[config.mk]
export PLATFORM = sky130hd
export DESIGN_NAME = byte_subtract_swap_rotate_exec
export DESIGN_NICKNAME = d
export VERILOG_FILES = /design/src/common/alu_exec_pkg.sv /design/src/core/file_ram.sv /design/src/core/byte_subtract_swap_rotate_exec.sv
export VERILOG_INCLUDE_DIRS = /design/src /design/src/common
export SDC_FILE = /design/constraint.sdc
export NUM_CORES = 1
export LEC_CHECK = 0
export ABC_CLOCK_PERIOD_IN_PS = 7700
export BUFFER_PORTS_ARGS = -buffer_cell sky130_fd_sc_hd__buf_2
export CAP_MARGIN = 20
export CORE_MARGIN = 2
export CORE_UTILIZATION = 30
export CTS_BUF_LIST = sky130_fd_sc_hd__clkbuf_8 sky130_fd_sc_hd__clkbuf_16
export CTS_CLUSTER_SIZE = 28
export DETAILED_ROUTE_END_ITERATION = 10
export PLACE_DENSITY = 0.49
export SLEW_MARGIN = 20
export SYNTH_ARGS = -nofsm -noshare
export SYNTH_HDL_FRONTEND = slang
export SYNTH_SLANG_ARGS = --single-unit
[constraint.sdc]
create_clock -name clock -period 7.7 [get_ports clock]
set_input_delay 0.77 -clock clock [delete_from_list [all_inputs] [get_ports clock]]
set_output_delay 0.77 -clock clock [all_outputs]
set_load 0.03 [all_outputs]
[src/common/alu_exec_cfg.svh]
// Purpose: constants for the byte subtract/swap/rotate execution datapath
// Assumes: included by its bare name; register offsets are byte addresses on apb
// Notes: holds offsets, field positions, reset values and phase count
// Overview of operation
// - Each instruction runs over four clock cycles, one per phase: decode, read, process, write.
// - The block takes a 7-bit file address (0..127) and a destination bit of zero or one.
// - Subtraction computes file minus accumulator by two's-complement addition and updates carry, digit carry, zero.
// - After subtraction carry is cleared on a borrow (negative result) and set when zero or positive.
// - Destination zero writes the accumulator, destination one writes back to the addressed file register; direction load writes dirReg for either destination.
// - Rotate left moves bits toward the top through carry: old carry to bit 0, old bit 7 to carry.
// - Rotate right moves bits toward bit 0 through carry: old carry to bit 7, old bit 0 to carry.
`ifndef ALU_EXEC_CFG_SVH
`define ALU_EXEC_CFG_SVH
`define OFF_CTRL     12'h000
`define OFF_ACC      12'h004
`define OFF_STATUS   12'h008
`define OFF_RESULT   12'h00c
`define OFF_DIRREG   12'h010
`define OFF_FILE     12'h200
`define CTRL_ADDR_LSB 0
`define CTRL_DEST_BIT 7
`define CTRL_OP_LSB   8
`define CTRL_GO_BIT   31
`define STAT_C_BIT    0
`define STAT_DIGIT_BIT 1
`define STAT_Z_BIT    2
`define STAT_BUSY_BIT 3
`define RST_ACC      8'h00
`define RST_FLAGS    3'h0
`define RST_DIRREG   8'hff
`define PHASE_COUNT  4
`endif

[src/common/alu_exec_pkg.sv]
// Purpose: types for the execution datapath
// Assumes: constants live in alu_exec_cfg.svh
// Notes: none
package alu_exec_pkg;
    typedef enum logic [2:0] {
        OP_SUB  = 3'h0,
        OP_SWAP = 3'h1,
        OP_RLC  = 3'h2,
        OP_RRC  = 3'h3,
        OP_DIR  = 3'h4
    } op_e;
    typedef enum logic [3:0] {
        PH_DECODE  = 4'h1,
        PH_READ    = 4'h2,
        PH_PROCESS = 4'h4,
        PH_WRITE   = 4'h8
    } phase_e;
    typedef struct packed {
        logic       zero;
        logic       digitCarry;
        logic       carry;
    } flags_s;
    typedef struct packed {
        op_e        op;
        logic       dest;
        logic [6:0] addr;
    } instr_s;
endpackage

[src/core/file_ram.sv]
// Purpose: 128 x 8 file register memory with registered read data
// Assumes: single clock, one write port, one read port
// Notes: read data appear on the same edge that samples the read address
`timescale 1ns/1ps
module file_ram
(
    input  wire logic       clock,    // core clock
    input  wire logic       wrEn,     // write strobe
    input  wire logic [6:0] wrAddr,   // write address
    input  wire logic [7:0] wrData,   // write data
    input  wire logic [6:0] rdAddr,   // read address
    output logic      [7:0] rdData    // registered read data
);
    logic [7:0] mem [0:127];

    always_ff @(posedge clock)
    begin
        if (wrEn)
        begin
            mem[wrAddr] <= wrData;
        end
        rdData <= mem[rdAddr];
    end
endmodule

[src/core/byte_subtract_swap_rotate_exec.sv]
// Purpose: executes subtract, nibble exchange, rotates through carry and direction load
// Assumes: apb slave, 32-bit data, one instruction at a time
// Notes: each instruction walks decode, read, process and write phases
//
// The APB register port and the placing of the registers were decided locally.
`timescale 1ns/1ps
`include "alu_exec_cfg.svh"
module byte_subtract_swap_rotate_exec
(
    input  wire logic        clock,      // 100 MHz core clock
    input  wire logic        rst_n,      // async reset, active low
    input  wire logic        psel,       // apb select
    input  wire logic        penable,    // apb access phase
    input  wire logic        pwrite,     // apb direction
    input  wire logic [11:0] paddr,      // apb byte address
    input  wire logic [31:0] pwdata,     // apb write data
    output logic             pready,     // apb ready
    output logic      [31:0] prdata,     // apb read data
    output logic             pslverr,    // apb error
    output alu_exec_pkg::flags_s flags,  // status flags
    output logic             busy        // instruction in flight
);
    import alu_exec_pkg::*;

    logic          [7:0] acc;
    logic          [7:0] result;
    logic          [7:0] dirReg;
    instr_s              instr;
    phase_e              phase;
    phase_e              next_phase;
    logic          [7:0] operand;
    logic          [7:0] ramRd;
    logic          [7:0] next_result;
    flags_s              next_flags;
    logic                fileWr;

    wire logic accessPhase = psel & penable;
    wire logic wrAccess    = accessPhase & pwrite;
    wire logic rdAccess    = accessPhase & ~pwrite;
    wire logic hitCtrl     = paddr == `OFF_CTRL;
    wire logic hitAcc      = paddr == `OFF_ACC;
    wire logic hitStatus   = paddr == `OFF_STATUS;
    wire logic hitResult   = paddr == `OFF_RESULT;
    wire logic hitDir      = paddr == `OFF_DIRREG;
    // write-only window that preloads the file memory, one byte per word, reads as zero
    wire logic hitFile     = {paddr[11:9], 9'h000} == `OFF_FILE;
    wire logic mapped      = hitCtrl | hitAcc | hitStatus | hitResult | hitDir | hitFile;
    wire logic startCmd    = wrAccess & hitCtrl & pwdata[`CTRL_GO_BIT] & ~busy;
    wire logic accWrSw     = wrAccess & hitAcc & ~busy;
    wire logic fileWrSw    = wrAccess & hitFile & ~busy;

    // two's-complement subtraction: f + ~w + 1, carry out means no borrow
    function automatic logic [8:0] addc(input logic [7:0] a, input logic [7:0] b, input logic cin);
        addc = {1'b0, a} + {1'b0, b} + {8'h00, cin};
    endfunction

    wire logic [8:0] subFull = addc(operand, ~acc, 1'b1);
    wire logic [4:0] subLow  = 5'(addc({4'h0, operand[3:0]}, {4'h0, ~acc[3:0]}, 1'b1));

    always_comb
    begin
        next_result = operand;
        next_flags  = flags;
        case (instr.op)
            OP_SUB:
            begin
                next_result           = subFull[7:0];
                next_flags.carry      = subFull[8];
                next_flags.digitCarry = subLow[4];
                next_flags.zero       = subFull[7:0] == 8'h00;
            end
            OP_SWAP:
            begin
                next_result = {operand[3:0], operand[7:4]};
            end
            OP_RLC:
            begin
                next_result      = {operand[6:0], flags.carry};
                next_flags.carry = operand[7];
            end
            OP_RRC:
            begin
                next_result      = {flags.carry, operand[7:1]};
                next_flags.carry = operand[0];
            end
            OP_DIR:
            begin
                next_result = acc;
            end
            default:
            begin
                next_result = operand;
            end
        endcase
    end

    always_comb
    begin
        case (phase)
            PH_DECODE:  next_phase = PH_READ;
            PH_READ:    next_phase = PH_PROCESS;
            PH_PROCESS: next_phase = PH_WRITE;
            PH_WRITE:   next_phase = PH_DECODE;
            default:    next_phase = PH_DECODE;
        endcase
    end

    // file write only in the write phase with destination one
    assign fileWr = busy && phase == PH_WRITE && instr.dest && instr.op != OP_DIR;

    // instructions write only while busy and software only while idle, so the port is never contended
    wire logic       ramWrEn   = fileWr | fileWrSw;
    wire logic [6:0] ramWrAddr = busy ? instr.addr : paddr[8:2];
    wire logic [7:0] ramWrData = busy ? result : pwdata[7:0];

    file_ram u_ram
    (
        .clock  (clock),
        .wrEn   (ramWrEn),
        .wrAddr (ramWrAddr),
        .wrData (ramWrData),
        .rdAddr (instr.addr),
        .rdData (ramRd)
    );

    always_ff @(posedge clock or negedge rst_n)
    begin
        if (!rst_n)
        begin
            busy  <= 1'b0;
            phase <= PH_DECODE;
            instr <= '{op: OP_SUB, dest: 1'b0, addr: 7'h00};
        end
        else if (startCmd)
        begin
            busy  <= 1'b1;
            phase <= PH_DECODE;
            instr <= '{op: op_e'(pwdata[`CTRL_OP_LSB +: 3]), dest: pwdata[`CTRL_DEST_BIT],
                       addr: pwdata[`CTRL_ADDR_LSB +: 7]};
        end
        else if (busy)
        begin
            phase <= next_phase;
            busy  <= phase != PH_WRITE;
        end
    end

    always_ff @(posedge clock or negedge rst_n)
    begin
        if (!rst_n)
        begin
            operand <= 8'h00;
            result  <= 8'h00;
            flags   <= `RST_FLAGS;
        end
        else if (busy && phase == PH_READ)
        begin
            operand <= ramRd;
        end
        else if (busy && phase == PH_PROCESS)
        begin
            result <= next_result;
            flags  <= next_flags;
        end
    end

    always_ff @(posedge clock or negedge rst_n)
    begin
        if (!rst_n)
        begin
            acc    <= `RST_ACC;
            dirReg <= `RST_DIRREG;
        end
        else if (accWrSw)
        begin
            acc <= pwdata[7:0];
        end
        else if (busy && phase == PH_WRITE)
        begin
            if (instr.op == OP_DIR)
            begin
                dirReg <= result;
            end
            else if (!instr.dest)
            begin
                acc <= result;
            end
        end
    end

    wire logic [31:0] rdMux = hitCtrl   ? {31'h0, busy} :
                              hitAcc    ? {24'h0, acc} :
                              hitStatus ? {28'h0, busy, flags.zero, flags.digitCarry, flags.carry} :
                              hitResult ? {24'h0, result} :
                              hitDir    ? {24'h0, dirReg} : 32'h0;

    always_ff @(posedge clock or negedge rst_n)
    begin
        if (!rst_n)
        begin
            pready  <= 1'b0;
            prdata  <= 32'h0;
            pslverr <= 1'b0;
        end
        else
        begin
            pready  <= psel & ~penable;
            prdata  <= rdMux;
            pslverr <= psel & ~penable & ~mapped;
        end
    end

    property p_phase_walk;
        @(posedge clock) disable iff (!rst_n)
        startCmd |=> phase == PH_DECODE ##1 phase == PH_READ ##1 phase == PH_PROCESS ##1 phase == PH_WRITE ##1 !busy;
    endproperty
    a_phase_walk: assert property (p_phase_walk) else $error("phase walk broken");

    property p_addr_range;
        @(posedge clock) disable iff (!rst_n)
        startCmd |=> instr.addr == $past(pwdata[6:0]) && instr.dest == $past(pwdata[7]);
    endproperty
    a_addr_range: assert property (p_addr_range) else $error("operand capture wrong");

    property p_sub_result;
        @(posedge clock) disable iff (!rst_n)
        busy && phase == PH_PROCESS && instr.op == OP_SUB |=> result == 8'($past(operand) - $past(acc));
    endproperty
    a_sub_result: assert property (p_sub_result) else $error("subtract result wrong");

    property p_borrow;
        @(posedge clock) disable iff (!rst_n)
        busy && phase == PH_PROCESS && instr.op == OP_SUB |=> flags.carry == ($past(operand) >= $past(acc));
    endproperty
    a_borrow: assert property (p_borrow) else $error("borrow carry wrong");

    property p_dest_acc;
        @(posedge clock) disable iff (!rst_n)
        busy && phase == PH_WRITE && !instr.dest && instr.op != OP_DIR && !accWrSw |=> acc == $past(result);
    endproperty
    a_dest_acc: assert property (p_dest_acc) else $error("accumulator not written");

    property p_rlc;
        @(posedge clock) disable iff (!rst_n)
        busy && phase == PH_PROCESS && instr.op == OP_RLC |=>
            result == {$past(operand[6:0]), $past(flags.carry)} && flags.carry == $past(operand[7]);
    endproperty
    a_rlc: assert property (p_rlc) else $error("rotate left wrong");

    property p_rrc;
        @(posedge clock) disable iff (!rst_n)
        busy && phase == PH_PROCESS && instr.op == OP_RRC |=>
            result == {$past(flags.carry), $past(operand[7:1])} && flags.carry == $past(operand[0]);
    endproperty
    a_rrc: assert property (p_rrc) else $error("rotate right wrong");

    property p_swap;
        @(posedge clock) disable iff (!rst_n)
        busy && phase == PH_PROCESS && instr.op == OP_SWAP |=>
            result == {$past(operand[3:0]), $past(operand[7:4])} && $stable(flags);
    endproperty
    a_swap: assert property (p_swap) else $error("nibble exchange wrong");

    c_sub:  cover property (@(posedge clock) busy && phase == PH_WRITE && instr.op == OP_SUB && !flags.carry);
    c_rlc:  cover property (@(posedge clock) busy && phase == PH_WRITE && instr.op == OP_RLC && instr.dest);
    c_swap: cover property (@(posedge clock) busy && phase == PH_WRITE && instr.op == OP_SWAP);
endmodule

==> results of run 1 <==
-- power groups by stage --
stage | combinational [mW] | sequential (mW) | clock (mW)
after CTS | 0.183 | 6.50 | 5.33
after global routing | 0.194 | 6.49 | 5.55
final | 0.178 | 6.50 | 5.21
after floorplan | 0.0876 | 6.62 | 0
after detailed placement | 0.183 | 6.62 | 0
after global placement | 0.174 | 6.62 | 0
-- registers in the layout, summed over array words and instances (netlist names) --
name,count
dirReg,8
pslverr,1
busy,1
phase,4
instr,11
u_ram.mem,1024
u_ram.rdData,8
operand,8
prdata,8
pready,1
flags,3
acc,8
result,8
-- through the flow --
stage / cells / area, µm² / hold WS (ns) / worst slack (ns)
floorplan: 2337 / 43700 / 0.440 / 4.78
global placement: 4160 / 45900 / 0.452 / 3.19
global route: 4368 / 49400 / 0.263 / 2.68
finish: 4368 / 49400 / 0.235 / 3.10
detailed placement: 4160 / 45900 / 0.455 / 3.03
CTS: 4367 / 49400 / 0.207 / 2.99
-- layer usage --
layer | part of all wire, % | GRT usage, % | routed length (µm) | vias to the layer above
met5 | 0 | 0 | 0 | -
met4 | 2.1 | 3.92 | 2210 | 0
met3 | 5.6 | 2.20 | 5990 | 135
met2 | 49 | 24.0 | 52900 | 666
met1 | 43 | 19.1 | 45900 | 11700
li1 | - | - | - | 9517
-- critical path, stage by stage, from the launching register on --
cell and delay [ns]:
dfrtp_1 1.01, nor2_1 0.07, buf_4 0.22, a21boi_0 0.42
a32o_1 0.60, nand3_2 0.85, nor2_1 1.01
-- kinds of logic after synthesis --
group | Yosys count | share of synthesized area, %
AO/OA/AOI/OAI | 332 | 5.38
XOR/XNOR | 4 | 0.0803
adder cells (fa/ha/maj) | 10 | 0.304
buffers and inverters | 170 | 1.95
flip-flops | 1093 | 74.4
multiplexers | 377 | 14.5
other | 1 | 0.00860
AND/OR/NAND/NOR | 327 | 3.35
-- placed cells by master (no fill, tap or decap), types with 4 or more instances in the layout --
master      count
a21boi_0        5
a21oi_1        43
a221o_1        16
a221oi_1       11
a221oi_2        5
a22o_1         18
a22oi_1        85
and3_1          4
buf_2          42
buf_4          32
bufinv_16       9
clkbuf_16     111
clkinv_1       19
clkinv_2       34
clkinvlp_4      4
conb_1         24
dfrtp_1        50
dfstp_2         9
dfxtp_1         8
edfxtp_1     1024
ha_1            9
inv_1          34
mux2_2         93
mux2_4          8
mux2i_1        83
mux4_1          7
mux4_2        186
nand2_1        60
nand2b_1       14
nand3_1        14
nand3_2         8
nand3b_1        9
nor2_1        182
nor3_1          8
nor3_2          4
o21a_1          4
o21ai_0        69
o221ai_1       24
o22ai_1        26
-- worst paths after layout --
| kind | slack [ns] | to | cells past startpoint | startpoint |
|---|---|---|---|---|
| min reg2reg | 0.46 | operand[7]$_DFFE_PN0P_ | 1 | u_ram.rdData[7]$_DFF_P_ |
| min in group clock | 0.26 | pready$_DFF_PN0_ | 2 | penable |
| max | 3.10 | u_ram.mem[104][7]$_DFFE_PP_ | 6 | instr[8]$_DFFE_PN0P_ |
| max reg2reg | 3.10 | u_ram.mem[104][7]$_DFFE_PP_ | 6 | instr[8]$_DFFE_PN0P_ |
| min | 0.23 | result[2]$_DFFE_PN0P_ | 2 | rst_n |
| max in group asynchronous | 6.86 | instr[0]$_DFFE_PN0P_ | 2 | rst_n |
-- layout make-up --
type / instances / area (µm²) / area share (%)
flip-flops and latches: 1093 / 32500 / 65.6
multi-input cells: 1074 / 10500 / 21.2
clock buffers: 113 / 2810 / 5.67
well taps: 1903 / 2380 / 4.82
clock inverters: 94 / 724 / 1.47
repair buffers: 77 / 518 / 1.05
inverters: 14 / 52.6 / 0.106
==> results.toml, run 1 <==
[run_status]
status = "complete, no violations"

[detailed_routing]
wl_per_cell_um = 24.5
vias_per_cell = 5.03
dr_total_vias = 22000
ant_nets = 0
dr.pass1.iters = 5
wirelength_mm = 107
drc = 0
drt_iter0_markers = 2166

[sta]
drv_slew = 0
fmax_mhz = 217
worst_slew_pin_slew_ns = 1.19
setup_tns_ns = 0
relSlewSlack_pct = 20.0
period_share_pct = 59.8
hold_violations = 0
grt_setup_unrepaired = "false"
skew_ns = 0.0253
fin_crit_ns = 4.60
setup_viol = 0

[synth]
yosys.area.top_type_share_pct = 70.5
synth_top_area_cell = "edfxtp_1"
ys_top_cells_by_area = "edfxtp_1 (70%), mux4_2 (9.6%), dfrtp_1 (3.0%)"
synth_most_common_cell = "edfxtp_1"
syn-cell-area_mm2 = 0.0436
seq_area_frac_synth_pct = 74.4
async_flop_share_pct = 5.58
ys.flop_type = "edfxtp_1"
syn_area_per_cell_um2 = 18.9
yosys_warnings = 0
syn_inst = 2314
ys_top_cells_by_count = "edfxtp_1 (1,024), mux4_2 (186), nor2_1 (184)"
synth_cell_types = 69
synth_edf_count = 1024
ys_ff_latch = 1093

[layout]
num_antenna_cells = 0
drive_gt1_share_pct = 23.4
syn_to_final_growth_pct = 13.3
final_nets = 2430
nFillCells = 13500
finish.utilization_pct = 34.3

[worst_hold_path]
hp-class = "in -> async"

[power]
seq_power_share_pct = 54.7
p_switching_mw = 2.42
combPwrFrac_pct = 1.5
leakagePower_nw = 15.3
total_power_mw = 11.9
powerDensity_mw_per_mm2 = 240
p_sw_share_pct = 20.4
internal_power_mw = 9.46
ir_drop_mv = 0.202
clkPwrFrac_pct = 43.8

[global_routing]
grt_pass1_wl_mm = 155
grt_util_all_layers_pct = 14.2
overflow = 0
grt_pass1_vias = 22600
antenna_found_initial = 3
grt_max_degree = 114

[worst_setup_path]
startpoint_type = "flop"
crit_type = "reg -> reg"
arrival_ns = 4.92
cp.required_ns = 8.02
path_max_fanout = 34
worstSetupEndpointType = "flop"

[place]
dpl.hpwl_mm = 63.8
portBuffers = 42
gp_congestion = 0.817

[clock_tree]
cts-root-buf = "clkbuf_16"
htreeDepth = 3
cts_buffers = 111
cts_tree = "yes"
cts_setup_buffers = 0
insertion_delay_ns = 0.72
clk_pin_slew_ns = 0.06
cts_sinks = 1093
hold_buffers = 0
cts.path.max_buffers = 3
cts_resized = 0

[floorplan]
fp.dieArea_mm2 = 0.148
start_util_pct = 30.3
ios = 87
die-width_um = 385
rows = 139
dieHeight_um = 385
core_mm2 = 0.144

[job]
drv_cap = 0
(Power assumes the default switching activity.)
==> run 2, diff against run 1 <==
- ABC_CLOCK_PERIOD_IN_PS: 7700 -> 4600
- clock period: 7.7 -> 4.6 ns (I/O delays scaled with it)
==> results.toml, run 2 (same netlist as run 1, synthesis figures left out) <==
[global_routing]
grt_util_all_layers_pct = 14.5
overflow = 0
grt_pass1_wl_mm = 157
grt.met3_usage_pct = 2.66
grt_pass1_vias = 22700
grt_max_degree = 110
antenna_found_initial = 0
grt-busiest-layer = "met2"
grtUsageMet2_pct = 23.5
met1_usage_pct = 20.0

[sta]
worst_slew_pin_slew_ns = 1.01
setup_tns_ns = 0
skew_ns = 0.0414
grt_setup_unrepaired = "false"
fin_crit_ns = 3.63
relSlewSlack_pct = 32.9
finalWorstSetupSlack_ns = 0.966
drv_slew = 0
period_share_pct = 79.0
hold_violations = 0
setup_viol = 0
fmax_mhz = 275

[power]
leakagePower_nw = 15.5
total_power_mw = 19.9
ir_drop_mv = 0.283
powerDensity_mw_per_mm2 = 400

[clock_tree]
cts_resized = 0
hold_buffers = 2
cts.path.max_buffers = 3
htreeDepth = 3
clk_pin_slew_ns = 0.06
cts_tree = "yes"
cts_setup_buffers = 0
cts-root-buf = "clkbuf_16"
cts_buffers = 111
cts_sinks = 1093
insertion_delay_ns = 0.69

[detailed_routing]
drc = 0
drt_iter0_markers = 1997
ant_nets = 0
dr.pass1.iters = 5
vias_per_cell = 5.02
dr_total_vias = 22100
wirelength_mm = 108
wl_per_cell_um = 24.6

[floorplan]
fp.dieArea_mm2 = 0.148
core_mm2 = 0.144
dieHeight_um = 385
rows = 139
ios = 87
die-width_um = 385
start_util_pct = 30.3

[worst_setup_path]
critical_path_buf_inv_count = 1
reg2reg_slack_ns = 0.97
cp.required_ns = 5.20
cp_cell_sequence = "buf_12 -> nand2b_1 -> o22ai_1 -> a221o_1 -> o21ai_0 -> nor2_1 -> o221ai_1"
startpoint_type = "flop"
arrival_ns = 4.23
crit_family = "compound AO/OA/AOI/OAI gates"
reg2reg_to = "u_ram.rdData[7]$_DFF_P_"
slowest_stage = "dfrtp_4"
r2r_cells = 7
slowest_delay_ns = 0.89
reg2reg_from = "instr[0]$_DFFE_PN0P_"
path_max_fanout = 51
crit_type = "reg -> reg"
worstSetupEndpointType = "flop"

[run_status]
status = "complete, no violations"

[layout]
final_cell_mix = "edfxtp_1 (1,024), mux4_2 (186), nor2_1 (182)"
largest_register = "u_ram.mem"
num_antenna_cells = 0
largest_reg_flops = 1024
reg.largest.list = "u_ram.mem: 1024 flops, instr: 11 flops"
final_nets = 2462
drive_gt1_share_pct = 23.6
final_common_cell = "edfxtp_1"
finish.utilization_pct = 34.5
syn_to_final_growth_pct = 13.9
final_cell_area_mm2 = 0.0497

[place]
pre_cts_slack_ns = 0.846
portBuffers = 42
dpl_cell_area_mm2 = 0.0462
gp_congestion = 0.837
dpl.hpwl_mm = 66.2

[worst_hold_path]
hp-class = "in -> reg"
holdPathEnd = "instr[8]$_DFFE_PN0P_"
hold_depth = 2
worstHoldStart = "pwdata[8]"

[job]
drv_cap = 0
run 2: changes by cell type in the layout (fill, tap and decap cells not counted), sizes merged:
| cell | previous run | this run |
|---|---|---|
| bufinv | 9 | 8 |
| buf | 77 | 107 |
| clkbuf | 113 | 117 |
| dlygate4sd3 | 0 | 2 |
| clkinv | 56 | 55 |
| clkinvlp | 4 | 2 |
run 2: per-layer routing:
metal / wire (µm) / up-vias
li1: - / 9588
met1: 47700 / 11700
met2: 51900 / 701
met3: 6640 / 109
met4: 1870 / 0
met5: 0 / -
run 2: how the worst max path moves through the flow:
stage	from	cells after the start	slack, ns	to
CTS	instr[0]$_DFFE_PN0P_	7	0.83	u_ram.rdData[7]$_DFF_P_
floorplan	busy$_DFF_PN0_	4	1.68	u_ram.mem[0][4]$_DFFE_PP_
detailed placement	instr[0]$_DFFE_PN0P_	7	0.85	u_ram.rdData[7]$_DFF_P_
global placement	instr[0]$_DFFE_PN0P_	7	0.90	u_ram.rdData[7]$_DFF_P_
global route	instr[0]$_DFFE_PN0P_	7	0.65	u_ram.rdData[7]$_DFF_P_
finish	instr[0]$_DFFE_PN0P_	7	0.97	u_ram.rdData[7]$_DFF_P_
run 2: worst reg2reg max path: stages (launching register included):
cell and delay, ns:
dfrtp_4 0.89, buf_12 0.42, nand2b_1 0.75, o22ai_1 0.24, a221o_1 0.35, o21ai_0 0.48, nor2_1 0.19, o221ai_1 0.24
run 2: metrics by stage:
step,std cells,hold slack [ns]
final,4400,0.0617
after global routing,4400,0.0368
after CTS,4400,0.0158
after detailed placement,4191,0.405
after global placement,4191,0.400
after floorplan,2337,0.164
run 2: where the power goes:
group,internal [mW],switching (mW)
clock,4.96,3.71
combinational,0.0405,0.261
sequential,10.9,0.00252
total,15.9,3.98
run 2: layout make-up:
type / instances / area [µm²]
clock buffers: 117 / 2890
clock inverters: 90 / 627
fillers: 13400 / 94300
inverters: 14 / 52.6
multi-input cells: 1074 / 10500
flip-flops and latches: 1093 / 32500
well taps: 1903 / 2380
repair buffers: 109 / 831
==> run 3, diff against run 2 <==
- ABC_CLOCK_PERIOD_IN_PS: 4600 -> 3400
- clock period: 4.6 -> 3.4 ns (I/O delays scaled with it)
==> results.toml, run 3 (same netlist as run 1, synthesis figures left out) <==
[layout]
syn_to_final_growth_pct = 17.4
final_nets = 2618
drive_gt1_share_pct = 27.7
reg.largest.list = "u_ram.mem: 1024 flops, instr: 11 flops"
largest_reg_flops = 1024
final_cell_mix = "edfxtp_1 (1,024), mux4_2 (186), nor2_1 (182), buf_4 (182), clkbuf_16 (112)"
multi_input_area_mm2 = 0.0105
largest_register = "u_ram.mem"
final_common_cell = "edfxtp_1"
seqCellArea_mm2 = 0.0325
finalNonFillerCells = 4558
nFillCells = 13400

[job]
drv_cap = 0

[place]
placed_cells = 4336
dpl.hpwl_mm = 68.2
portBuffers = 42
gp_congestion = 0.895

[detailed_routing]
drc = 0
vias_per_cell = 4.93
drt_iter0_markers = 2139
wirelength_mm = 108
ant_nets = 0
dr_total_vias = 22500
wl_per_cell_um = 23.7
dr.pass1.iters = 5

[clock_tree]
cts_setup_buffers = 0
cts.path.max_buffers = 3
cts_buffers = 109
cts-root-buf = "clkbuf_16"
insertion_delay_ns = 0.71
htreeDepth = 3
cts_tree = "yes"
clk_pin_slew_ns = 0.06
cts_sinks = 1093

[global_routing]
antenna_found_initial = 2
grt_util_all_layers_pct = 14.5
grt_pass1_wl_mm = 158
grt_pass1_vias = 23200
grt_max_degree = 89
overflow = 0

[sta]
hold_violations = 0
grt_setup_unrepaired = "false"
worst_slew_pin_slew_ns = 0.913
drv_slew = 0
fmax_mhz = 312
period_share_pct = 94.3
setup_viol = 0
skew_ns = 0.0249
fin_crit_ns = 3.21
holdWs_ns = 0.0821
setup_tns_ns = 0
relSlewSlack_pct = 39.1

[worst_hold_path]
hp-class = "in -> reg"

[worst_setup_path]
worstSetupEndpointType = "flop"
reg2reg_slack_ns = 0.19
cp.required_ns = 3.73
startpoint_type = "flop"
path_max_fanout = 14
crit_type = "reg -> reg"
arrival_ns = 3.54

[power]
ir_drop_mv = 0.364
leakagePower_nw = 16.4
total_power_mw = 27.0
powerDensity_mw_per_mm2 = 528

[floorplan]
fp.dieArea_mm2 = 0.148
core_mm2 = 0.144
rows = 139
die-width_um = 385
ios = 87
dieHeight_um = 385
start_util_pct = 30.3

[run_status]
status = "complete, no violations"
run 3: cell types whose count changed in the layout (fill, tap and decap cells not counted), sizes merged:
cell	delta
bufinv	+3
dlygate4sd3	+13
inv	+7
clkbuf	-1
diode	+1
buf	+145
clkinv	-10
run 3: through the flow:
stage | util (%) | worst slack [ns] | cell area, µm²
CTS | 35.6 | 0.193 | 51200
global route | 35.6 | 0.0604 | 51200
detailed placement | 33.0 | 0.204 | 47500
floorplan | - | 0.482 | 43700
global placement | 33.0 | 0.183 | 47500
finish | 35.6 | 0.195 | 51200
run 3: final timing paths:
check                                           from                          to  depth (start not counted)
worst min register to register  instr[7]$_DFFE_PN0P_        instr[7]$_DFFE_PN0P_                          1
min in group asynchronous                      rst_n         prdata[2]$_DFF_PN0_                          2
worst min-delay path                        paddr[3]         prdata[2]$_DFF_PN0_                          3
max in group asynchronous                      rst_n       dirReg[2]$_DFFE_PN1P_                          3
worst max register to register  phase[1]$_DFFE_PN0P_  u_ram.mem[18][1]$_DFFE_PP_                          8
worst max-delay path            phase[1]$_DFFE_PN0P_  u_ram.mem[18][1]$_DFFE_PP_                          8
run 3: critical path: stages (launching register included):
cell,delay [ns]
dfrtp_1,0.44
nor2_1,0.14
and3_1,0.22
a21boi_0,0.32
buf_4,0.18
a32o_1,0.36
nand3_1,0.20
buf_12,0.23
nor2_1,0.71
run 3: repair_timing:
item	in CTS	in global routing
gates resized for setup	0	0
endpoints found under the hold margin	44	0
hold buffers	15	0
setup endpoints to repair	0	0
run 3: metal layers:
| layer | GRT usage (%) | vias up | routed length (µm) |
|---|---|---|---|
| met3 | 2.90 | 125 | 6510 |
| met2 | 23.9 | 691 | 52200 |
| met4 | 4.99 | 0 | 2980 |
| met5 | 0 | - | 0 |
| li1 | - | 9871 | - |
| met1 | 19.3 | 11800 | 46400 |
run 3: layout make-up:
cell class,instances,area share [%]
multi-input cells,1074,20.4
repair buffers,267,4.47
inverters,14,0.103
well taps,1903,4.65
diodes,1,0.00489
clock buffers,116,5.58
flip-flops and latches,1093,63.4
clock inverters,90,1.38
run 3: power breakdown:
group | switching, mW | total [mW] | internal (mW)
sequential | 0.00316 | 14.7 | 14.7
clock | 5.02 | 11.9 | 6.87
combinational | 0.352 | 0.433 | 0.0819
